<file path="src/design/sdo_defines.svh">
`ifndef SDO_DEFINES_SVH
`define SDO_DEFINES_SVH
// abort codes
`define ABT_TOGGLE        32'h05030000
`define ABT_TIMEOUT       32'h05040000
`define ABT_BAD_CMD       32'h05040001
`define ABT_UNSUPPORTED   32'h06010000
`define ABT_READ_WO       32'h06010001
`define ABT_WRITE_RO      32'h06010002
`define ABT_NO_OBJECT     32'h06020000
`define ABT_NOT_MAPPABLE  32'h06040041
`define ABT_MAP_OVERFLOW  32'h06040042
`define ABT_HW_FAIL       32'h06060000
`define ABT_LEN_MISMATCH  32'h06070010
`define ABT_LEN_HIGH      32'h06070012
`define ABT_LEN_LOW       32'h06070013
`define ABT_NO_SUBINDEX   32'h06090011
`define ABT_RANGE         32'h06090030
`define ABT_VALUE_HIGH    32'h06090031
`define ABT_VALUE_LOW     32'h06090032
`define ABT_GENERAL       32'h08000000
`define ABT_XFER_FAIL     32'h08000020
`define ABT_LOCAL_CTRL    32'h08000021
`define ABT_DEV_STATE     32'h08000022
// object dictionary
`define IDX_DIAG_HISTORY  16'h10F3
`define IDX_ERROR_REG     16'h1001
`define SUB_NOTIFY_FLAGS  8'h05
`define SUB_DIAG_FIRST    8'h06
`define SUB_DIAG_LAST     8'h0D
`define SUB_ZERO          8'h00
`define NOTIFY_OFF        16'h0000
`define NOTIFY_ON         16'h0001
`define NOTIFY_RESET      16'h0000
`define DIAG_SLOTS        8
// timing
`define CLK_PERIOD_NS     8
`define SDO_TIMEOUT_US    1000
`define SDO_TIMEOUT_CYC   ((`SDO_TIMEOUT_US * 1000) / `CLK_PERIOD_NS)
`define DC_PERIOD_US      500
`define DC_PERIOD_CYC     ((`DC_PERIOD_US * 1000) / `CLK_PERIOD_NS)
`endif

</file>
<file path="src/design/sdo_pkg.sv">
package sdo_pkg;
    typedef enum logic [2:0] {
        CMD_UPLOAD   = 3'h0,
        CMD_DOWNLOAD = 3'h1,
        CMD_SEGMENT  = 3'h2,
        CMD_AMP      = 3'h3,
        CMD_MAP      = 3'h4
    } cmd_type;

    typedef enum logic [2:0] {
        AMP_OK        = 3'h0,
        AMP_UNSUPP    = 3'h1,
        AMP_RANGE     = 3'h2,
        AMP_COMM_FAIL = 3'h3
    } amp_status_type;

    typedef enum logic [1:0] {
        MAP_OK       = 2'h0,
        MAP_BAD_OBJ  = 2'h1,
        MAP_OVERFLOW = 2'h2
    } map_status_type;
endpackage

</file>
<file path="src/design/sdo_link_if.sv">
`timescale 1ns/1ps
// mailbox link between fieldbus master and slave service logic
interface sdo_link_if;
    logic        req_valid;
    logic [2:0]  req_cmd;
    logic [15:0] req_index;
    logic [7:0]  req_sub;
    logic [2:0]  req_len;
    logic        req_toggle;
    logic [31:0] req_data;
    logic        rsp_valid;
    logic        rsp_abort;
    logic [31:0] rsp_code;
    logic [31:0] rsp_data;
    logic        emcy_valid;
    logic [63:0] emcy_msg;
    logic        dc_cycle_pulse;
    logic        shared_clock_mode_one;

    modport master (
        output req_valid, req_cmd, req_index, req_sub, req_len, req_toggle, req_data,
        output dc_cycle_pulse, shared_clock_mode_one,
        input  rsp_valid, rsp_abort, rsp_code, rsp_data, emcy_valid, emcy_msg
    );
    modport slave (
        input  req_valid, req_cmd, req_index, req_sub, req_len, req_toggle, req_data,
        input  dc_cycle_pulse, shared_clock_mode_one,
        output rsp_valid, rsp_abort, rsp_code, rsp_data, emcy_valid, emcy_msg
    );
endinterface

</file>
<file path="src/design/sdo_slave.sv">
`timescale 1ns/1ps
`include "sdo_defines.svh"
// Summary of operation
// - abort read-only write, missing index
// - missing sub-index aborts with its code
// - length mismatch: general, too long, too short
// - out-of-range write: range, above max, below min
// - unchanged segment toggle aborts transfer
// - abort on protocol timeout or bad command
// - reject unmappable object or mapping overflow
// - unsupported amplifier command aborts local-control code
// - amplifier parameter out of range aborts
// - amplifier failure aborts; master flags a retry
// - hardware fail, general error, state forbids storing
// - free-running mode uses own I/O timing
// - shared-clock mode runs I/O on cycle pulse
// - master sets pulse period 500us to 4ms
// - notify flag sub 05 of 10F3 gates messages
// - notify flag clears at power-on
// - no emergency message during link errors
// - emergency message: code, error register, reserved, status
// - eight history entries read at subs 06-0D
// - history fills from slot 0, wraps after 8
// - history recorded even when not notified
// - memory errors never enter the history
module sdo_slave #(
    parameter int unsigned TIMEOUT_CYC = `SDO_TIMEOUT_CYC
) (
    input  wire logic        clk,
    input  wire logic        arst_n,
    sdo_link_if.slave        link,
    input  wire logic        link_error,
    input  wire logic        hw_fail,
    input  wire logic        state_locked,
    input  wire logic        general_fail,
    input  wire logic [2:0]  amp_status,
    input  wire logic [1:0]  map_status,
    input  wire logic        err_valid,
    input  wire logic        err_is_nvm,
    input  wire logic [15:0] err_code,
    input  wire logic [7:0]  err_register,
    input  wire logic [31:0] err_status,
    input  wire logic [15:0] limit_max,
    input  wire logic [15:0] limit_min,
    input  wire logic [2:0]  nvm_wr_slot_in,
    input  wire logic        nvm_load,
    output logic             io_strobe,
    output logic [2:0]       nvm_wr_slot,
    output logic [15:0]      notify_flags
);
    // a watchdog shorter than the answer latency would abort every segment
    if (TIMEOUT_CYC < 2) begin : g_bad_timeout
        $error("timeout too short");
    end

    typedef struct packed {
        logic        rsp_valid;
        logic        rsp_abort;
        logic [31:0] rsp_code;
        logic [31:0] rsp_data;
        logic        emcy_valid;
        logic [63:0] emcy_msg;
        logic [15:0] notify;
        logic [2:0]  wr_ptr;
        logic [7:0][63:0] hist;
        logic        seg_active;
        logic        last_toggle;
        logic [31:0] timer;
        logic        io_strobe;
        logic        free_tick;
    } state_type;

    state_type st_q;
    state_type st_d;

    // decode one request into an abort code, zero when accepted
    function automatic logic [31:0] check_req(input state_type s, input logic [2:0] cmd,
                                              input logic [15:0] idx, input logic [7:0] sub,
                                              input logic [2:0] len, input logic tgl,
                                              input logic [31:0] data);
        logic [31:0] code;
        code = 32'h00000000;
        if (hw_fail) begin
            code = `ABT_HW_FAIL;
        end else if (general_fail) begin
            code = `ABT_GENERAL;
        end else if (cmd == sdo_pkg::CMD_AMP) begin
            if (amp_status == sdo_pkg::AMP_UNSUPP) code = `ABT_LOCAL_CTRL;
            else if (amp_status == sdo_pkg::AMP_RANGE) code = `ABT_RANGE;
            else if (amp_status == sdo_pkg::AMP_COMM_FAIL) code = `ABT_XFER_FAIL;
        end else if (cmd == sdo_pkg::CMD_MAP) begin
            if (map_status == sdo_pkg::MAP_BAD_OBJ) code = `ABT_NOT_MAPPABLE;
            else if (map_status == sdo_pkg::MAP_OVERFLOW) code = `ABT_MAP_OVERFLOW;
        end else if (cmd == sdo_pkg::CMD_SEGMENT) begin
            if (!s.seg_active) code = `ABT_BAD_CMD;
            else if (tgl == s.last_toggle) code = `ABT_TOGGLE;
        end else if (cmd != sdo_pkg::CMD_UPLOAD && cmd != sdo_pkg::CMD_DOWNLOAD) begin
            code = `ABT_BAD_CMD;
        end else if (idx == `IDX_ERROR_REG) begin
            if (sub != `SUB_ZERO) code = `ABT_NO_SUBINDEX;
            else if (cmd == sdo_pkg::CMD_DOWNLOAD) code = `ABT_WRITE_RO;
        end else if (idx != `IDX_DIAG_HISTORY) begin
            code = `ABT_NO_OBJECT;
        end else if (sub < `SUB_NOTIFY_FLAGS || sub > `SUB_DIAG_LAST) begin
            code = `ABT_NO_SUBINDEX;
        end else if (sub >= `SUB_DIAG_FIRST) begin
            if (cmd == sdo_pkg::CMD_DOWNLOAD) code = `ABT_WRITE_RO;
        end else if (cmd == sdo_pkg::CMD_DOWNLOAD) begin
            // notify flags: 2-byte object, exact length and 0/1 value
            if (state_locked) code = `ABT_DEV_STATE;
            else if (len == 3'd0) code = 32'h00000000; // segmented start, value follows
            else if (len > 3'd2) code = `ABT_LEN_HIGH;
            else if (len < 3'd2) code = `ABT_LEN_LOW;
            else if (data[31:16] != 16'h0000) code = `ABT_LEN_MISMATCH;
            else if (data[15:0] > limit_max) code = `ABT_VALUE_HIGH;
            else if (data[15:0] < limit_min) code = `ABT_VALUE_LOW;
            else if (data[15:0] > `NOTIFY_ON) code = `ABT_RANGE;
        end
        return code;
    endfunction

    always_comb begin
        logic [31:0] code;
        logic [2:0]  slot;
        code = 32'h00000000;
        slot = 3'h0;
        st_d = st_q;
        st_d.rsp_valid  = 1'b0;
        st_d.emcy_valid = 1'b0;
        st_d.io_strobe  = 1'b0;
        st_d.free_tick  = ~st_q.free_tick;
        // i/o processing pace depends on sync mode
        if (link.shared_clock_mode_one) begin
            st_d.io_strobe = link.dc_cycle_pulse;
        end else begin
            st_d.io_strobe = st_q.free_tick;
        end
        // pointer restored from non-volatile copy on load, except when an error is captured in the same cycle
        if (nvm_load) st_d.wr_ptr = nvm_wr_slot_in;
        // segmented transfer watchdog
        if (st_q.seg_active) st_d.timer = st_q.timer + 32'd1;
        if (link.req_valid) begin
            code = check_req(st_q, link.req_cmd, link.req_index, link.req_sub,
                             link.req_len, link.req_toggle, link.req_data);
            st_d.rsp_valid = 1'b1;
            st_d.rsp_abort = (code != 32'h00000000);
            st_d.rsp_code  = code;
            st_d.rsp_data  = 32'h00000000;
            st_d.timer     = 32'h00000000;
            if (code != 32'h00000000) begin
                st_d.seg_active = 1'b0;
            end else if (link.req_cmd == sdo_pkg::CMD_SEGMENT) begin
                st_d.last_toggle = link.req_toggle;
            end else if (link.req_cmd == sdo_pkg::CMD_UPLOAD) begin
                if (link.req_index == `IDX_ERROR_REG) begin
                    st_d.rsp_data = {24'h000000, err_register};
                end else if (link.req_sub == `SUB_NOTIFY_FLAGS) begin
                    st_d.rsp_data = {16'h0000, st_q.notify};
                end else begin
                    slot = 3'(link.req_sub - `SUB_DIAG_FIRST);
                    st_d.rsp_data = st_q.hist[slot][31:0];
                end
            end else if (link.req_cmd == sdo_pkg::CMD_DOWNLOAD) begin
                // a segmented start carries no value, so the flag stays as it is
                if (link.req_len != 3'd0) st_d.notify = link.req_data[15:0];
                st_d.seg_active  = (link.req_len == 3'd0);
                st_d.last_toggle = 1'b1;
            end
        end else if (st_q.seg_active && st_q.timer >= TIMEOUT_CYC - 1) begin
            st_d.rsp_valid  = 1'b1;
            st_d.rsp_abort  = 1'b1;
            st_d.rsp_code   = `ABT_TIMEOUT;
            st_d.seg_active = 1'b0;
        end
        // error capture: history always, message only when allowed
        if (err_valid && !err_is_nvm) begin
            st_d.emcy_msg = {err_status, 8'h00, err_register, err_code};
            st_d.hist[st_q.wr_ptr] = {err_status, 8'h00, err_register, err_code};
            st_d.wr_ptr = st_q.wr_ptr + 3'd1;
            st_d.emcy_valid = (st_q.notify == `NOTIFY_ON) && !link_error;
        end
    end

    // power-on clears notify flag, pointer starts at slot 0
    always_ff @(posedge clk or negedge arst_n) begin
        if (!arst_n) begin
            st_q <= '0;
            st_q.notify <= `NOTIFY_RESET;
        end else begin
            st_q <= st_d;
        end
    end

    assign link.rsp_valid  = st_q.rsp_valid;
    assign link.rsp_abort  = st_q.rsp_abort;
    assign link.rsp_code   = st_q.rsp_code;
    assign link.rsp_data   = st_q.rsp_data;
    assign link.emcy_valid = st_q.emcy_valid;
    assign link.emcy_msg   = st_q.emcy_msg;
    assign io_strobe       = st_q.io_strobe;
    assign nvm_wr_slot     = st_q.wr_ptr;
    assign notify_flags    = st_q.notify;
endmodule

</file>
<file path="src/flat_wrapper.sv">
// flat-port wrapper written by rule: the top's interface ports become plain ports
module sdo_slave_flat 
#(
    parameter int unsigned TIMEOUT_CYC = `SDO_TIMEOUT_CYC
)
  (clk, arst_n, link_error, hw_fail, state_locked, general_fail, amp_status, map_status, err_valid, err_is_nvm, err_code, err_register, err_status, limit_max, limit_min, nvm_wr_slot_in, nvm_load, io_strobe, nvm_wr_slot, notify_flags, link_req_valid, link_req_cmd, link_req_index, link_req_sub, link_req_len, link_req_toggle, link_req_data, link_dc_cycle_pulse, link_shared_clock_mode_one, link_rsp_valid, link_rsp_abort, link_rsp_code, link_rsp_data, link_emcy_valid, link_emcy_msg);
  sdo_link_if link_i ();
  input  wire logic clk;
  input  wire logic arst_n;
  input  wire logic link_error;
  input  wire logic hw_fail;
  input  wire logic state_locked;
  input  wire logic general_fail;
  input  wire logic [2:0] amp_status;
  input  wire logic [1:0] map_status;
  input  wire logic err_valid;
  input  wire logic err_is_nvm;
  input  wire logic [15:0] err_code;
  input  wire logic [7:0] err_register;
  input  wire logic [31:0] err_status;
  input  wire logic [15:0] limit_max;
  input  wire logic [15:0] limit_min;
  input  wire logic [2:0] nvm_wr_slot_in;
  input  wire logic nvm_load;
  output logic io_strobe;
  output logic [2:0] nvm_wr_slot;
  output logic [15:0] notify_flags;
  input wire logic [$bits(link_i.req_valid)-1:0] link_req_valid;
  input wire logic [$bits(link_i.req_cmd)-1:0] link_req_cmd;
  input wire logic [$bits(link_i.req_index)-1:0] link_req_index;
  input wire logic [$bits(link_i.req_sub)-1:0] link_req_sub;
  input wire logic [$bits(link_i.req_len)-1:0] link_req_len;
  input wire logic [$bits(link_i.req_toggle)-1:0] link_req_toggle;
  input wire logic [$bits(link_i.req_data)-1:0] link_req_data;
  input wire logic [$bits(link_i.dc_cycle_pulse)-1:0] link_dc_cycle_pulse;
  input wire logic [$bits(link_i.shared_clock_mode_one)-1:0] link_shared_clock_mode_one;
  output wire logic [$bits(link_i.rsp_valid)-1:0] link_rsp_valid;
  output wire logic [$bits(link_i.rsp_abort)-1:0] link_rsp_abort;
  output wire logic [$bits(link_i.rsp_code)-1:0] link_rsp_code;
  output wire logic [$bits(link_i.rsp_data)-1:0] link_rsp_data;
  output wire logic [$bits(link_i.emcy_valid)-1:0] link_emcy_valid;
  output wire logic [$bits(link_i.emcy_msg)-1:0] link_emcy_msg;
  assign link_i.req_valid = link_req_valid;
  assign link_i.req_cmd = link_req_cmd;
  assign link_i.req_index = link_req_index;
  assign link_i.req_sub = link_req_sub;
  assign link_i.req_len = link_req_len;
  assign link_i.req_toggle = link_req_toggle;
  assign link_i.req_data = link_req_data;
  assign link_i.dc_cycle_pulse = link_dc_cycle_pulse;
  assign link_i.shared_clock_mode_one = link_shared_clock_mode_one;
  assign link_rsp_valid = link_i.rsp_valid;
  assign link_rsp_abort = link_i.rsp_abort;
  assign link_rsp_code = link_i.rsp_code;
  assign link_rsp_data = link_i.rsp_data;
  assign link_emcy_valid = link_i.emcy_valid;
  assign link_emcy_msg = link_i.emcy_msg;
  sdo_slave #(.TIMEOUT_CYC(TIMEOUT_CYC)) u_core (.clk(clk), .arst_n(arst_n), .link(link_i), .link_error(link_error), .hw_fail(hw_fail), .state_locked(state_locked), .general_fail(general_fail), .amp_status(amp_status), .map_status(map_status), .err_valid(err_valid), .err_is_nvm(err_is_nvm), .err_code(err_code), .err_register(err_register), .err_status(err_status), .limit_max(limit_max), .limit_min(limit_min), .nvm_wr_slot_in(nvm_wr_slot_in), .nvm_load(nvm_load), .io_strobe(io_strobe), .nvm_wr_slot(nvm_wr_slot), .notify_flags(notify_flags));
endmodule
</file>
<file path="config.mk">
export PLATFORM = sky130hd
export DESIGN_NAME = sdo_slave_flat
export DESIGN_NICKNAME = d
export VERILOG_FILES = /design/src/design/sdo_pkg.sv /design/src/design/sdo_link_if.sv /design/src/design/sdo_slave.sv /design/src/flat_wrapper.sv
export VERILOG_INCLUDE_DIRS = /design/src /design/src/design
export SDC_FILE = /design/constraint.sdc
export NUM_CORES = 1
export LEC_CHECK = 0
export BUFFER_PORTS_ARGS = -buffer_cell sky130_fd_sc_hd__buf_2
export CAP_MARGIN = 0
export CORE_ASPECT_RATIO = 1.4
export CORE_UTILIZATION = 62
export CTS_CLUSTER_SIZE = 28
export DETAILED_ROUTE_END_ITERATION = 6
export GPL_ROUTABILITY_DRIVEN = 0
export PLACE_DENSITY = 0.87
export SKIP_CTS_REPAIR_TIMING = 1
export SYNTH_ARGS = -nofsm -noshare
export SYNTH_HDL_FRONTEND = slang
export SYNTH_SLANG_ARGS = --single-unit
</file>
<file path="constraint.sdc">
create_clock -name clk -period 5.2 [get_ports clk]
set_input_delay 0.52 -clock clk [delete_from_list [all_inputs] [get_ports clk]]
set_output_delay 0.52 -clock clk [all_outputs]
set_load 0.03 [all_outputs]
</file>
==> results.md <==
- The number of sinks on the clock net is just over 400.
- The launch point of the critical path is link_req_index[9].
- The die covers between 30000 and 40000 um2.
- Among cell families on the critical path, the largest total delay comes from simple AND/OR/NAND/NOR gates.
- The critical path ends at u_core.link.rsp_data[9]$_DFFE_PN0P_.
- The post-DP HPWL is about 34000 um.
- The flow ran to the end, but the final reports show violations.
- By area, the combinational part of the netlist is dominated by multiplexers.
- The clock tree from TritonCTS is done.
- The storage element area is 10400 um2.
- The register bit total from synthesis is approximately 420.
- In this run the vertical extent of the chip is between 200 and 250 um.
- Across the run, the number of max-cap violations was 0.
- The filler cell count in the final layout is 2160.
- The clock arrives with between 0.01 and 0.015 ns of skew.
- For this run, the total global-route usage over all layers was measured as approximately a third.
- The post-route netlist has a little over a third of its cells at a drive strength greater than 1.
- After the flow finishes, the layout carries non-filler instances totaling 2376.
- In this run, placement finished with an instance count of roughly 2300.
- The post-synthesis async set-or-reset flop share is 100%.
- The worst vdd rail ir drop is around 250 uV.
- Data arrives at the worst endpoint at between 4 and 5 ns.
- The share of the synthesized area in the top cell type is between 50% and 60%.
- The critical path class is input pin to flop.
- The finished cells cover approximately 23000 um2.
- For the worst setup path, the data required time is between 5 and 6 ns.
- In the layout the commonest cells are dfrtp_1 (415), buf_2 (292), nand2_1 (232).
- The total negative setup slack is 0 ns.
- The cell type with the largest total area after synthesis is dfrtp_1.
- Summing the sequential cell areas from Yosys gives 50.4% of the chip area.
- The number of max-slew violations in the final report is 0.
- Setup violations remaining at the end of the flow were counted as 0.
- The reg2reg setup slack is 1.51 ns.
- The part of the cycle the worst path needs is about 74%.
- The mean number of vias per cell is approximately 6.1.
- The buffer and inverter count on the worst path is 2.
- During I/O placement, the number of pins put on the boundary was ~320.
- The static leakage power is ~11 nW.
- The CTS buffer count is 39.
- The synthesized netlist contains between 80 and 90 unique library cells.
- The clock slew seen by the registers of the worst setup and hold paths is roughly 0.060 ns.
- The buffer cell driving the clock tree root is clkbuf_16.
- Summing all multi-input logic gate instances after layout gives a little under 9000 um2.
- The worst-margin pin slew is 1.09 ns.
- The initial antenna violation count is 6.
- Summing the areas of all and, or, nand and nor instances in the mapped netlist gives 12.9% of the synthesized area.
- The longest individual stage delay on the worst path is 0.83 ns.
- Summing the areas of all compound-gate instances in the mapped netlist gives 5.80% of the synthesized area.
- The netlist area before placement is just over 20000 um2.
- Each instance of the synthesized netlist takes up on average around 12 um2.
- The worst register-to-register path has a depth of 7.
- Leaving out fill and tap cells, the most frequent cell in the layout is dfrtp_1.
- The number of input and output port buffers inserted is between 200 and 300.
- The maximum achievable frequency is roughly 260 MHz.
- Walking the worst path, the cells encountered are buf_2 > nor4_2 > nand3_1 > nor2_2 > buf_4 > o31a_1 > a21oi_1 > a211oi_4 > nand4_2 > o31ai_1.
- Setup repair after global routing left no endpoint under its margin.
- In this run the deepest clock path goes through 3 buffers.
- The checks that failed: negative hold slack.
- Entering global routing, the biggest net connects ~130 pins.
- The detailed router finished its first iteration with 1374 violations.
- The synthesized netlist devotes 2.18% of its cell area to adder and majority cells.
- The instance count of the mapped netlist is between 1500 and 2000.
- Yosys printed 0 warnings.
- The clock period minus worst slack is around 3.8 ns.
- Measured against its own limit, the worst slew margin works out to between 20% and 30%.
- STA classifies the critical path startpoint as an input pin.
- The total power divided by cell area is 416 nW/um2.
- The number of global-route vias before repair is roughly 15000.
- Summing all placed instances gives a cell area of between 20000 and 25000 um2.
- Counting flops with a built-in enable in the synthesized netlist gives 0.
- Counting buffers and inverters, the worst setup path is 10 cells deep.
- After floorplanning, the core was divided into 78 placement rows.
- For this run, design rule violations remaining after detail routing come to 0.
- The xor/xnor share of the synthesized area is 1.32%.
- By area the synthesized netlist is led by dfrtp_1 (50%), mux2_2 (11%), mux4_2 (7.0%).
- The routed wirelength normalized by instance count is between 20 and 25 um.
- The final antenna-violating net count is 0.
- The relative area change from synthesis to final layout is 10.8%.
- In this run the horizontal extent of the chip is 156 um.
- CTS built an H-tree with a depth of 2.
- The first-pass detailed-route iteration total is 6.
- The worst hold margin is -0.00719 ns.
- The critical-path cell with the highest stage delay is nand4_2.
- In the synthesized netlist, mux cells make up between 15 and 20% of the area.
- The floorplan step defined a core boundary enclosing 32600 um2.
- The global-route wire length before repair is between 80000 and 90000 um.
- The overall routed net length is between 50000 and 60000 um.
- The predominant post-synthesis flop cell is dfrtp_1.
- The maximum fanout along the worst path is 32.
- Once the floorplan was initialized, standard cells occupied around 63% of the core.
- The tightest min-delay check is of the input pin to async pin type.
- STA classifies the critical path endpoint as a flop.
- The global-route congestion overflow total is 0.
- The count of final hold-check violations is 2.
- The clock reaches the later pin of the worst-skew pair after around 0.54 ns.
- In this run the critical register-to-register path is captured at u_core.link.rsp_data[9]$_DFFE_PN0P_.
- The via total after detailed routing is ~14000.
- The launch instance of the worst register-to-register path is u_core.st_q[35]$_DFFE_PN0P_.
- The layout net count is 2109.
routing by layer:
layer	global-route usage, %	vias to the layer above	routed length (um)
met1	37.9	7236	19300
li1	-	6268	-
met5	0	-	28
met4	17.6	4	2540
met3	7.00	179	3870
met2	54.2	739	27000
synth_stat cells (all sizes together) (4+ instances only):
| cell type | count |
|---|---|
| a21o | 4 |
| a21oi | 55 |
| a31oi | 7 |
| and2 | 50 |
| and3 | 12 |
| and4 | 9 |
| buf | 180 |
| clkbuf | 56 |
| dfrtp | 415 |
| ha | 36 |
| inv | 44 |
| mux2 | 208 |
| mux2i | 19 |
| mux4 | 64 |
| nand2 | 233 |
| nand2b | 5 |
| nand3 | 26 |
| nand3b | 4 |
| nand4 | 16 |
| nor2 | 86 |
| nor2b | 37 |
| nor3 | 12 |
| nor3b | 7 |
| nor4 | 21 |
| o211ai | 4 |
| o21ai | 22 |
| o2bb2ai | 25 |
| o31ai | 10 |
| or3 | 5 |
| xnor2 | 9 |
| xor2 | 22 |
worst min-delay path by stage:
| stage | startpoint | end | slack (ns) | depth (start not counted) |
|---|---|---|---|---|
| floorplan | arst_n | u_core.io_strobe$_DFF_PN0_ | 0.22 | 0 |
| global placement | u_core.st_q[0]$_DFF_PN0_ | u_core.st_q[0]$_DFF_PN0_ | 0.40 | 1 |
| detailed placement | u_core.st_q[0]$_DFF_PN0_ | u_core.st_q[0]$_DFF_PN0_ | 0.40 | 1 |
| CTS | arst_n | u_core.link.rsp_code[0]$_DFFE_PN0N_ | 0.04 | 1 |
| global route | arst_n | u_core.link.rsp_code[0]$_DFFE_PN0N_ | 0.07 | 1 |
| finish | arst_n | u_core.link.rsp_code[0]$_DFFE_PN0N_ | -0.007 | 1 |
cell type report:
cell class | count | share of cell area [%]
Sequential cell | 415 | 45.5
Multi-Input combinational cell | 1086 | 38.1
Timing Repair Buffer | 315 | 7.24
Clock buffer | 60 | 5.37
Tap cell | 440 | 2.41
Inverter | 45 | 0.739
Clock inverter | 9 | 0.668
Antenna cell | 6 | 0.0657
metrics by stage:
step | hold WS (ns) | setup slack [ns] | util (%) | total power (W)
5_1_grt | 0.0684 | 1.07 | 70.1 | 0.00987
3_5_place_dp | 0.396 | 0.877 | 65.8 | 0.00642
3_3_place_gp | 0.399 | 1.06 | 65.8 | 0.00622
6_report | -0.00719 | 1.36 | 70.1 | 0.00950
2_1_floorplan | 0.224 | 2.39 | - | 0.00586
4_1_cts | 0.0391 | 1.41 | 70.0 | 0.00951
logic make-up (layout without fill, tap and decap cells):
kind of cell | count (synthesis) | count (layout)
xor+xnor | 31 | 31
buf+inv | 281 | 429
mux | 291 | 291
other cells | 1 | 33
compound gates | 163 | 163
flops | 415 | 415
fa+ha+maj | 36 | 36
simple gates | 538 | 538
worst register-to-register path, cell delays in order, from the launching register on:
cell	delay (ns)
dfrtp_1	0.80
a21oi_1	0.15
o221ai_1	0.35
o311ai_1	0.17
a41o_1	0.31
a211oi_4	0.40
nand4_2	0.83
o31ai_1	0.57
power breakdown:
part           total, W  switching (W)  leakage, nW  internal [W]
Clock           0.00305        0.00122        0.671       0.00182
Combinational   0.00204       0.000985         5.10       0.00106
Sequential      0.00441       0.000432         5.35       0.00398
state kept, by name, indices dropped and copies added, names as in the netlist:
| register | cells |
|---|---|
| u_core.link.emcy_valid | 1 |
| u_core.link.rsp_abort | 1 |
| u_core.link.rsp_valid | 1 |
| u_core.link.rsp_data | 32 |
| u_core.st_q | 291 |
| u_core.notify_flags | 16 |
| u_core.link.emcy_msg | 56 |
| u_core.link.rsp_code | 13 |
| u_core.io_strobe | 1 |
| u_core.nvm_wr_slot | 3 |
Power figures use the tool's default switching activity.
